[config.mk]
export PLATFORM = sky130hd
export DESIGN_NAME = cpu8_opcode_addressing_decoder
export DESIGN_NICKNAME = d
export VERILOG_FILES = /design/src/hdl/cpu8_decode_pkg.sv /design/src/hdl/cpu8_opcode_addressing_decoder.sv
export VERILOG_INCLUDE_DIRS = /design/src /design/src/hdl
export SDC_FILE = /design/constraint.sdc
export NUM_CORES = 1
export LEC_CHECK = 0
export BUFFER_PORTS_ARGS = -buffer_cell sky130_fd_sc_hd__buf_2
export CORE_ASPECT_RATIO = 0.7
export CORE_MARGIN = 1
export CORE_UTILIZATION = 38
export CTS_CLUSTER_SIZE = 25
export DETAILED_ROUTE_END_ITERATION = 8
export GPL_TIMING_DRIVEN = 0
export SLEW_MARGIN = 20
export SYNTH_ARGS = -nofsm -noshare
export SYNTH_HDL_FRONTEND = slang
export SYNTH_SLANG_ARGS = --single-unit
export TNS_END_PERCENT = 10
[constraint.sdc]
create_clock -name aclk -period 12.5 [get_ports aclk]
set_input_delay 2.5 -clock aclk [delete_from_list [all_inputs] [get_ports aclk]]
set_output_delay 2.5 -clock aclk [all_outputs]
set_load 0.02 [all_outputs]
[src/hdl/cpu8_decode_defs.svh]
// Purpose: constants for the opcode decoder and address former
// Assumes: byte-wide opcodes, 16-bit addresses
// Notes:   register map offsets, condition-code bit positions, cycle counts
`ifndef CPU8_DECODE_DEFS_SVH
`define CPU8_DECODE_DEFS_SVH

// register byte offsets on the bus
`define OFF_CTRL      8'h00
`define OFF_OPCODE    8'h04
`define OFF_OPER      8'h08
`define OFF_INDEX     8'h0c
`define OFF_PC        8'h10
`define OFF_CCR       8'h14
`define OFF_EA        8'h18
`define OFF_INFO      8'h1c
`define OFF_NEXTPC    8'h20
`define OFF_STATUS    8'h24

// reset values
`define RST_PC        16'h0000
`define RST_CCR       5'h08

// condition-code bit positions
`define CC_HALF       4
`define CC_MASK       3
`define CC_NEG        2
`define CC_ZERO       1
`define CC_CARRY      0

// fixed opcodes
`define OP_BSR        8'had
`define OP_MUL        8'h42
`define OP_SWI        8'h83
`define OP_RTS        8'h81
`define OP_RTI        8'h80

// cycle counts
`define CYC_BRANCH    4'd3
`define CYC_BSR       4'd6
`define CYC_BITBR     4'd5
`define CYC_BITSET    4'd5
`define CYC_MUL       4'd11
`define CYC_CTRL      4'd2
`define CYC_SWI       4'd10
`define CYC_RTS       4'd6
`define CYC_RTI       4'd9
`define CYC_INH_RMW   4'd3
`define CYC_DIR_RMW   4'd5
`define CYC_IX_RMW    4'd5
`define CYC_IX1_RMW   4'd6
`define CYC_IMM       4'd2
`define CYC_DIR       4'd3
`define CYC_EXT       4'd4
`define CYC_IX        4'd3
`define CYC_IX1       4'd4
`define CYC_IX2       4'd5

`endif

[src/hdl/cpu8_decode_pkg.sv]
// Purpose: types for the opcode decoder and address former
// Assumes: used together with cpu8_decode_defs.svh
// Notes:   decode result travels as one packed struct
`default_nettype none
package cpu8_decode_pkg;

   // addressing mode of a decoded opcode
   typedef enum logic [9:0] {
      mode_inherent = 10'h001,
      mode_immediate = 10'h002,
      mode_direct   = 10'h004,
      mode_extended = 10'h008,
      mode_indexed  = 10'h010,
      mode_indexed_byte_offset = 10'h020,
      mode_indexed_word_offset = 10'h040,
      mode_relative = 10'h080,
      mode_bit_test_branch = 10'h100,
      mode_illegal  = 10'h200
   } addr_mode_e;

   // instruction group
   typedef enum logic [5:0] {
      grp_reg_mem   = 6'h01,
      grp_rmw       = 6'h02,
      grp_branch    = 6'h04,
      grp_bit       = 6'h08,
      grp_control   = 6'h10,
      grp_none      = 6'h20
   } group_e;

   // full decode of one opcode
   typedef struct packed {
      logic       legal;
      group_e     group;
      addr_mode_e mode;
      logic [3:0] operation;
      logic [1:0] byte_count;
      logic [3:0] cycle_count;
   } decode_s;

   // bus-side request state
   typedef enum logic [2:0] {
      bus_idle  = 3'h1,
      bus_wait  = 3'h2,
      bus_resp  = 3'h4
   } bus_state_e;

endpackage
`default_nettype wire

[src/hdl/cpu8_opcode_addressing_decoder.sv]
// Purpose: decode one opcode and form its effective or branch address
// Assumes: software loads opcode, operand bytes, index, pc and flags, then
//          writes the start bit; results are read back over AXI4-Lite
// Notes:   one decode per start; result is ready one cycle after start
`timescale 1ns/1ns
`default_nettype none
`include "cpu8_decode_defs.svh"

module cpu8_opcode_addressing_decoder
   import cpu8_decode_pkg::*;
(
   input  wire logic        aclk,
   input  wire logic        aresetn,
   input  wire logic        irq_pin,
   input  wire logic [7:0]  awaddr,
   input  wire logic [2:0]  awprot,
   input  wire logic        awvalid,
   output logic             awready,
   input  wire logic [31:0] wdata,
   input  wire logic [3:0]  wstrb,
   input  wire logic        wvalid,
   output logic             wready,
   output logic [1:0]       bresp,
   output logic             bvalid,
   input  wire logic        bready,
   input  wire logic [7:0]  araddr,
   input  wire logic [2:0]  arprot,
   input  wire logic        arvalid,
   output logic             arready,
   output logic [31:0]      rdata,
   output logic [1:0]       rresp,
   output logic             rvalid,
   input  wire logic        rready,
   output logic             branch_taken,
   output logic [15:0]      effective_address
);

   // software-loaded inputs of a decode
   logic [7:0]  opcode_reg;
   logic [15:0] operand_reg;
   logic [7:0]  index_reg;
   logic [15:0] pc_reg;
   logic [4:0]  condition_code_reg;
   // results
   logic [15:0] ea_reg;
   logic [15:0] next_pc_reg;
   logic        taken_reg;
   logic        done_reg;
   decode_s     info_reg;
   // combinational decode
   decode_s     dec_next;
   logic        cond_next;
   logic [15:0] ea_next;
   logic [15:0] next_pc_next;
   logic [15:0] seq_pc;
   logic [15:0] rel_off;
   // bus handshake state
   logic        aw_held;
   logic        w_held;
   logic [7:0]  aw_addr_reg;
   logic [31:0] w_data_reg;
   logic [3:0]  w_strb_reg;
   logic        start_reg;
   logic        wr_fire;
   logic        wr_hit;

   // opcode table: group, mode, operation, bytes, cycles
   always_comb begin
      logic [3:0] hi;
      logic [3:0] lo;
      hi = opcode_reg[7:4];
      lo = opcode_reg[3:0];
      dec_next = '{legal: 1'b0, group: grp_none, mode: mode_illegal,
                   operation: 4'h0, byte_count: 2'd1, cycle_count: `CYC_CTRL};
      if (hi >= 4'ha) begin
         // register/memory group
         dec_next.legal = 1'b1;
         dec_next.group = grp_reg_mem;
         dec_next.operation = lo;
         case (hi)
            4'ha: begin
               dec_next.mode = mode_immediate;
               dec_next.byte_count = 2'd2;
               dec_next.cycle_count = `CYC_IMM;
            end
            4'hb: begin
               dec_next.mode = mode_direct;
               dec_next.byte_count = 2'd2;
               dec_next.cycle_count = `CYC_DIR;
            end
            4'hc: begin
               dec_next.mode = mode_extended;
               dec_next.byte_count = 2'd3;
               dec_next.cycle_count = `CYC_EXT;
            end
            4'hd: begin
               dec_next.mode = mode_indexed_word_offset;
               dec_next.byte_count = 2'd3;
               dec_next.cycle_count = `CYC_IX2;
            end
            4'he: begin
               dec_next.mode = mode_indexed_byte_offset;
               dec_next.byte_count = 2'd2;
               dec_next.cycle_count = `CYC_IX1;
            end
            default: begin
               dec_next.mode = mode_indexed;
               dec_next.byte_count = 2'd1;
               dec_next.cycle_count = `CYC_IX;
            end
         endcase
         // stores add one cycle, jumps one less, subroutine calls two more
         if (lo == 4'h7 || lo == 4'hf) begin
            dec_next.cycle_count = dec_next.cycle_count + 4'd1;
         end else if (lo == 4'hc) begin
            dec_next.cycle_count = dec_next.cycle_count - 4'd1;
         end else if (lo == 4'hd) begin
            dec_next.cycle_count = dec_next.cycle_count + 4'd2;
         end
         // immediate has no store or jump forms; ad is branch to subroutine
         if (hi == 4'ha && (lo == 4'h7 || lo == 4'hf || lo == 4'hc)) begin
            dec_next = '{legal: 1'b0, group: grp_none, mode: mode_illegal,
                         operation: 4'h0, byte_count: 2'd1, cycle_count: `CYC_CTRL};
         end else if (opcode_reg == `OP_BSR) begin
            dec_next.group = grp_branch;
            dec_next.mode = mode_relative;
            dec_next.cycle_count = `CYC_BSR;
         end
      end else if (hi >= 4'h3 && hi <= 4'h7) begin
         // read-modify-write group
         if (lo != 4'h1 && lo != 4'h2 && lo != 4'h5 && lo != 4'hb && lo != 4'he) begin
            dec_next.legal = 1'b1;
            dec_next.group = grp_rmw;
            dec_next.operation = lo;
            case (hi)
               4'h4, 4'h5: begin
                  dec_next.mode = mode_inherent;
                  dec_next.byte_count = 2'd1;
                  dec_next.cycle_count = `CYC_INH_RMW;
               end
               4'h3: begin
                  dec_next.mode = mode_direct;
                  dec_next.byte_count = 2'd2;
                  dec_next.cycle_count = `CYC_DIR_RMW;
               end
               4'h7: begin
                  dec_next.mode = mode_indexed;
                  dec_next.byte_count = 2'd1;
                  dec_next.cycle_count = `CYC_IX_RMW;
               end
               default: begin
                  dec_next.mode = mode_indexed_byte_offset;
                  dec_next.byte_count = 2'd2;
                  dec_next.cycle_count = `CYC_IX1_RMW;
               end
            endcase
            // test skips the write-back cycle, except in inherent mode
            if (lo == 4'hd && hi != 4'h4 && hi != 4'h5) begin
               dec_next.cycle_count = dec_next.cycle_count - 4'd1;
            end
         end else if (opcode_reg == `OP_MUL) begin
            dec_next.legal = 1'b1;
            dec_next.group = grp_rmw;
            dec_next.mode = mode_inherent;
            dec_next.operation = lo;
            dec_next.cycle_count = `CYC_MUL;
         end
      end else if (hi == 4'h2) begin
         dec_next.legal = 1'b1;
         dec_next.group = grp_branch;
         dec_next.mode = mode_relative;
         dec_next.operation = lo;
         dec_next.byte_count = 2'd2;
         dec_next.cycle_count = `CYC_BRANCH;
      end else if (hi == 4'h0 || hi == 4'h1) begin
         dec_next.legal = 1'b1;
         dec_next.group = grp_bit;
         dec_next.operation = {1'b0, lo[3:1]};
         if (hi == 4'h0) begin
            dec_next.mode = mode_bit_test_branch;
            dec_next.byte_count = 2'd3;
            dec_next.cycle_count = `CYC_BITBR;
         end else begin
            dec_next.mode = mode_direct;
            dec_next.byte_count = 2'd2;
            dec_next.cycle_count = `CYC_BITSET;
         end
      end else begin
         // control group
         case (opcode_reg)
            8'h97, 8'h9f, 8'h99, 8'h98, 8'h9b, 8'h9a, 8'h9c, 8'h9d, 8'h8e, 8'h8f: begin
               dec_next.legal = 1'b1;
               dec_next.cycle_count = `CYC_CTRL;
            end
            `OP_SWI: begin
               dec_next.legal = 1'b1;
               dec_next.cycle_count = `CYC_SWI;
            end
            `OP_RTS: begin
               dec_next.legal = 1'b1;
               dec_next.cycle_count = `CYC_RTS;
            end
            `OP_RTI: begin
               dec_next.legal = 1'b1;
               dec_next.cycle_count = `CYC_RTI;
            end
            default: begin
               dec_next.legal = 1'b0;
            end
         endcase
         if (dec_next.legal) begin
            dec_next.group = grp_control;
            dec_next.mode = mode_inherent;
            dec_next.operation = lo;
         end
      end
   end

   // branch condition select
   always_comb begin
      case (opcode_reg[3:0])
         4'h0: cond_next = 1'b1;
         4'h1: cond_next = 1'b0;
         4'h2: cond_next = ~(condition_code_reg[`CC_CARRY] | condition_code_reg[`CC_ZERO]);
         4'h3: cond_next = condition_code_reg[`CC_CARRY] | condition_code_reg[`CC_ZERO];
         4'h4: cond_next = ~condition_code_reg[`CC_CARRY];
         4'h5: cond_next = condition_code_reg[`CC_CARRY];
         4'h6: cond_next = ~condition_code_reg[`CC_ZERO];
         4'h7: cond_next = condition_code_reg[`CC_ZERO];
         4'h8: cond_next = ~condition_code_reg[`CC_HALF];
         4'h9: cond_next = condition_code_reg[`CC_HALF];
         4'ha: cond_next = ~condition_code_reg[`CC_NEG];
         4'hb: cond_next = condition_code_reg[`CC_NEG];
         4'hc: cond_next = ~condition_code_reg[`CC_MASK];
         4'hd: cond_next = condition_code_reg[`CC_MASK];
         4'he: cond_next = ~irq_pin;
         default: cond_next = irq_pin;
      endcase
   end

   // address forming; index is only read here
   always_comb begin
      seq_pc = pc_reg + {14'h0000, dec_next.byte_count};
      rel_off = (dec_next.mode == mode_bit_test_branch) ?
                {{8{operand_reg[7]}}, operand_reg[7:0]} : {{8{operand_reg[15]}}, operand_reg[15:8]};
      ea_next = 16'h0000;
      next_pc_next = seq_pc;
      case (dec_next.mode)
         mode_direct, mode_bit_test_branch: ea_next = {8'h00, operand_reg[15:8]};
         mode_extended: ea_next = operand_reg;
         mode_indexed: ea_next = {8'h00, index_reg};
         mode_indexed_byte_offset: ea_next = {8'h00, operand_reg[15:8]} + {8'h00, index_reg};
         mode_indexed_word_offset: ea_next = operand_reg + {8'h00, index_reg};
         mode_relative: ea_next = seq_pc + rel_off;
         default: ea_next = 16'h0000;
      endcase
      if (dec_next.mode == mode_relative && (cond_next || opcode_reg == `OP_BSR)) begin
         next_pc_next = ea_next;
      end
      if (dec_next.group == grp_reg_mem && dec_next.operation[3:1] == 3'b110) begin
         next_pc_next = ea_next;
      end
   end

   // result registers
   always_ff @(posedge aclk) begin
      if (!aresetn) begin
         ea_reg <= 16'h0000;
         next_pc_reg <= `RST_PC;
         taken_reg <= 1'b0;
         info_reg <= '0;
         branch_taken <= 1'b0;
         effective_address <= 16'h0000;
      end else if (start_reg) begin
         ea_reg <= ea_next;
         next_pc_reg <= next_pc_next;
         taken_reg <= dec_next.mode == mode_relative && (cond_next || opcode_reg == `OP_BSR);
         info_reg <= dec_next;
         branch_taken <= dec_next.mode == mode_relative && (cond_next || opcode_reg == `OP_BSR);
         effective_address <= ea_next;
      end
   end

   // done flag: start clears, result sets
   always_ff @(posedge aclk) begin
      if (!aresetn) begin
         done_reg <= 1'b0;
      end else begin
         done_reg <= start_reg ? 1'b1 : (wr_hit && aw_addr_reg == `OFF_CTRL) ? 1'b0 : done_reg;
      end
   end

   // write channel capture, either order
   assign wr_fire = aw_held && w_held && !bvalid;
   assign wr_hit  = wr_fire && w_strb_reg[0];
   always_ff @(posedge aclk) begin
      if (!aresetn) begin
         aw_held <= 1'b0;
         w_held <= 1'b0;
         aw_addr_reg <= 8'h00;
         w_data_reg <= 32'h0000_0000;
         w_strb_reg <= 4'h0;
         awready <= 1'b1;
         wready <= 1'b1;
         bvalid <= 1'b0;
         bresp <= 2'b00;
      end else begin
         if (awvalid && awready) begin
            aw_held <= 1'b1;
            aw_addr_reg <= awaddr;
            awready <= 1'b0;
         end
         if (wvalid && wready) begin
            w_held <= 1'b1;
            w_data_reg <= wdata;
            w_strb_reg <= wstrb;
            wready <= 1'b0;
         end
         if (wr_fire) begin
            bvalid <= 1'b1;
            bresp <= (aw_addr_reg <= `OFF_CCR && aw_addr_reg[1:0] == 2'b00) ? 2'b00 : 2'b10;
            aw_held <= 1'b0;
            w_held <= 1'b0;
         end
         if (bvalid && bready) begin
            bvalid <= 1'b0;
            awready <= 1'b1;
            wready <= 1'b1;
         end
      end
   end

   // software-written registers and start pulse
   always_ff @(posedge aclk) begin
      if (!aresetn) begin
         opcode_reg <= 8'h9d;
         operand_reg <= 16'h0000;
         index_reg <= 8'h00;
         pc_reg <= `RST_PC;
         condition_code_reg <= `RST_CCR;
         start_reg <= 1'b0;
      end else begin
         start_reg <= wr_hit && aw_addr_reg == `OFF_CTRL && w_data_reg[0];
         if (wr_fire) begin
            case (aw_addr_reg)
               `OFF_OPCODE: if (w_strb_reg[0]) opcode_reg <= w_data_reg[7:0];
               `OFF_OPER: begin
                  if (w_strb_reg[0]) operand_reg[7:0] <= w_data_reg[7:0];
                  if (w_strb_reg[1]) operand_reg[15:8] <= w_data_reg[15:8];
               end
               `OFF_INDEX: if (w_strb_reg[0]) index_reg <= w_data_reg[7:0];
               `OFF_PC: begin
                  if (w_strb_reg[0]) pc_reg[7:0] <= w_data_reg[7:0];
                  if (w_strb_reg[1]) pc_reg[15:8] <= w_data_reg[15:8];
               end
               `OFF_CCR: if (w_strb_reg[0]) condition_code_reg <= w_data_reg[4:0];
               default: ;
            endcase
         end
      end
   end

   // read channel
   always_ff @(posedge aclk) begin
      if (!aresetn) begin
         arready <= 1'b1;
         rvalid <= 1'b0;
         rdata <= 32'h0000_0000;
         rresp <= 2'b00;
      end else if (arvalid && arready) begin
         arready <= 1'b0;
         rvalid <= 1'b1;
         rresp <= 2'b00;
         case (araddr)
            `OFF_CTRL:   rdata <= 32'h0000_0000;
            `OFF_OPCODE: rdata <= {24'h000000, opcode_reg};
            `OFF_OPER:   rdata <= {16'h0000, operand_reg};
            `OFF_INDEX:  rdata <= {24'h000000, index_reg};
            `OFF_PC:     rdata <= {16'h0000, pc_reg};
            `OFF_CCR:    rdata <= {27'h0000000, condition_code_reg};
            `OFF_EA:     rdata <= {16'h0000, ea_reg};
            `OFF_INFO:   rdata <= {5'h00, info_reg};
            `OFF_NEXTPC: rdata <= {16'h0000, next_pc_reg};
            `OFF_STATUS: rdata <= {30'h00000000, taken_reg, done_reg};
            default: begin
               rdata <= 32'h0000_0000;
               rresp <= 2'b10;
            end
         endcase
      end else if (rvalid && rready) begin
         rvalid <= 1'b0;
         arready <= 1'b1;
      end
   end

endmodule
`default_nettype wire

Word level (Yosys, flattened, before mapping)
Index checks and enable logic that the tools add are counted.

storage, ports and cells
  register bits after elaboration = 184
  input port bits = 66
  output and inout port bits = 58

operators by class
  mux-type cells = 52
  bitwise logic cells = 9
  reduce and logical (&&, ||, !) cells = 46
  $add $sub $neg = 8
  magnitude comparators = 4
  eq/ne operators = 71

operator list
  operator              count
  $pmux W27 S9          1
  $eq A8 B8 Y1 const B  14
  $pmux W16 S6          1
  $mux W27              3
  $mux W16              4
  $mux W21              3
  $eq A4 B4 Y1 const B  13
  $eq A8 B5 Y1 const B  6
  $mux W4               9
  $pmux W6 S3           2
  $pmux W7 S5           1
  $eq A8 B4 Y1 const B  4
  $mux W6               5
  $pmux W6 S5           1
  $eq A4 B3 Y1 const B  7
  $logic_and A1 B1 Y1   21
  $reduce_and A3 Y1     7
  $mux W20              1
  $add A16 B16 Y16      1
  $add A16 B2 Y16       1
  $add A16 B8 Y16       1
  $eq A4 B2 Y1 const B  4
  $eq A8 B3 Y1 const B  2
  $eq A8 B6 Y1 const B  2
  41 further kinds      76

Depth between registers and ports, before layout
  word-level depth = 19
  mapped depth = 24
  gate-level depth less buffers = 22

Worst setup path before layout
OpenSTA, ideal clock, no wires.

  kind = register to register
  from = reg opcode_reg[1]
  to = reg next_pc_reg[15]
  slack = 7648 ps
  arrival time = 4717 ps
  setup time = 135 ps
  clock period less this slack = 4852 ps
  buffers on the path = 2
  cell stages (with the launch flop) = 21
  path through = dfxtp_1 buf_2 or2_2 a21boi_0 o21a_1 clkbuf_1 a21oi_1 o21ai_0 ha_1 inv_1 fa_1 nand4b_1 o31a_1 or2_2 ha_1 a211o_1 a21o_1 a311oi_2 o21ai_2 nor4b_1 o32ai_1

RTL lines
  what                    line                                   text
  from (decl)             cpu8_opcode_addressing_decoder.sv:39   logic [7:0] opcode_reg;
  from (signal assigned)  cpu8_opcode_addressing_decoder.sv:346  `OFF_OPCODE: if (w_strb_reg[0]) opcode_reg <= w_data_reg[7:0];
  to (signal assigned)    cpu8_opcode_addressing_decoder.sv:269  next_pc_reg <= `RST_PC;
  to (signal assigned)    cpu8_opcode_addressing_decoder.sv:276  next_pc_reg <= next_pc_next;
  to (decl)               cpu8_opcode_addressing_decoder.sv:46   logic [15:0] next_pc_reg;

==> out/metrics.cfg <==
[power_and_ir_drop]
leakage_uw=0.00445
power_density_nw_per_um2=99.3
peakVddDrop_mv=0.0937

[place]
place_hpwl_um=30600
place_congestion=0.961
io_buffers=90
dpl_worst_slack_ps=6630

[cells_and_area]
n_fill_cell=2678
num-nets-final=1485
antennaDiodeCount=0
syn2layout_area_growth_pct=15.1
postLayoutCoreUtil_pct=45.2
drive_gt1_share_pct=11.7
register_area_um2=3460
multi_input_area_um2=6300

[sta]
slew_headroom_pct=21.9
hold_ws_ps=453
fin_crit_ps=6230
fin_skew_ps=10.7
fin_tns_setup_ps=0
finalCritPeriodShare_pct=49.8
slew_violations=0
finalSetupViolCount=0
fin_ws_ps=6270
hold_viol_final=0
tightest_slew_ps=1170
rsz0062_at_grt=no
fmax_ghz=0.160

[grt]
antenna_found_initial=0
grt_pass1_vias=9215
grt_max_degree=17
track_usage_pct=28.3
grt_overflow=0
grt_first_pass_wirelength_um=57800

[die]
die_w_um=198
num_io_pins=124
rows=49
core_area_um2=26000
dieArea_um2=27500
initial_core_util_pct=39.2
die_h_um=139

[clocking]
root_buffer=clkbuf_16
holdBufCountCts=0
cts_tree=yes
clk_pin_slew_ps=70
clock-sinks=173
insertion_delay_ps=450
cts_buffers=17
cts.htree.levels=4
cts_buffer_depth=2
post-cts-setup-buffers=0
cts_resized=0

[logic_synthesis]
synth_area_um2=10200
syn_inst=1262
ys_warn_count=0
synthFlopType=dfxtp_1
synth_seq_area_share_pct=34.0
ys_async_sr_fraction_pct=0
synth_most_common_cell=dfxtp_1
synth-seq-cells=173
synth_cell_type_count=75
synth_area_leaders=dfxtp_1, mux2i_1, nand2_1, nor2_1, a21oi_1
synth_edf_count=0
avgSynthCellArea_um2=8.08
netlist.area_leader.share_pct=34.0
synth_commonest_cells=dfxtp_1, nand2_1, nor2_1, a21oi_1, mux2i_1
yosysTopAreaCell=dfxtp_1

[route]
ant_nets=0
first_iter_violations=1195
wl_um=38900
drtPass1Iterations=7
drc_errors=0
via_per_inst=5.80
wire_per_inst_um=22.3
vias=10100

[critical_path]
crit_path_max_fanout=10
cp-start-kind=flip-flop
path_buf_inv=4
reg2reg_slack_ps=6270
end_kind=flip-flop
crit_family=compound AO/OA/AOI/OAI gates
critPathKind=reg2reg
cp.depth=20
r2r-start=opcode_reg[6]
crit_chain=clkbuf_1, clkbuf_1, buf_1, a21oi_1, o21ai_0, ha_1, inv_1, fa_1, nor2_1, xor2_1, ha_1, or3_1, nor2_1, a211oi_1, maj3_1, a21oi_1, xor2_1, a2bb2oi_1, a211oi_1, a31o_2
crit-reg2reg-capture=next_pc_reg[9]
slowest_stage=buf_1
worstPathArrival_ps=6570
cpPeakStageDelay_ps=560
crit_required_ps=12840
ff2ff_path_depth=20

[job]
maxCapViolCount=0

[outcome]
status=complete, no violations

[hold_path]
min_path_type=reg2reg
min_path_cells=2
hold_start=rdata[16]
hold_end=rdata[16]

-- area by class of cell --
cell class | count | area share [%]
plain buffers | 85 | 3.10
clock buffers | 19 | 3.77
clock inverters | 13 | 1.30
inverters | 29 | 0.927
multi-input cells | 981 | 53.7
flip-flops and latches | 173 | 29.5
well taps | 357 | 3.81
repair buffers | 91 | 3.88
-- tightest hold or removal path, stage by stage (launching register included) --
cell     delay, ps
dfxtp_1        310
nand2_1         50
a21oi_1         50
-- kinds of logic (layout without fill, tap and decap cells) --
group           Yosys count  in the layout  share of synthesized area [%]
buf+inv                 114            237                           4.64
other cells               1              7                         0.0368
xor+xnor                 53             53                           4.55
compound gates          337            337                           22.2
simple gates            456            456                           20.6
mux                      85             85                           8.47
fa+ha+maj                43             43                           5.52
flops                   173            173                           34.0
-- layout by cell type (no fill, tap or decap), drive strengths merged, types with 38 or more instances in the layout --
cell type  count
buf          109
mux2i         75
nand2        148
nor2         147
clkbuf        86
o21ai         62
a21oi         95
xnor2         38
nand3         45
dfxtp        173
-- per-layer routing --
metal	part of all wire, %	global-route usage (%)
met3	13	11.9
met1	48	42.5
met5	0	0
met4	1.6	7.02
met2	37	36.1
-- per-stage QoR --
step / cells / cell area, um^2 / power [uW]
floorplan: 1268 / 10200 / 608
global placement: 1715 / 11100 / 633
detailed placement: 1716 / 11100 / 634
CTS: 1748 / 11700 / 1170
global route: 1748 / 11700 / 1200
finish: 1748 / 11700 / 1170
-- power breakdown --
part	internal, uW	switching [uW]	leakage [uW]	total [uW]
logic	17.1	39.8	0.00276	56.9
registers	558	7.05	0.00140	565
clock network	305	239	0.000288	543
-- how the worst max path moves through the flow --
stage,to,from,slack (ps)
after global routing,next_pc_reg[9],opcode_reg[6],6090
after detailed placement,next_pc_reg[13],opcode_reg[6],6630
after floorplan,next_pc_reg[15],opcode_reg[1],7650
after global placement,next_pc_reg[13],opcode_reg[6],6590
final,next_pc_reg[9],opcode_reg[6],6270
after CTS,next_pc_reg[13],opcode_reg[6],6590
No activity file was read; power rests on OpenSTA's default activity.
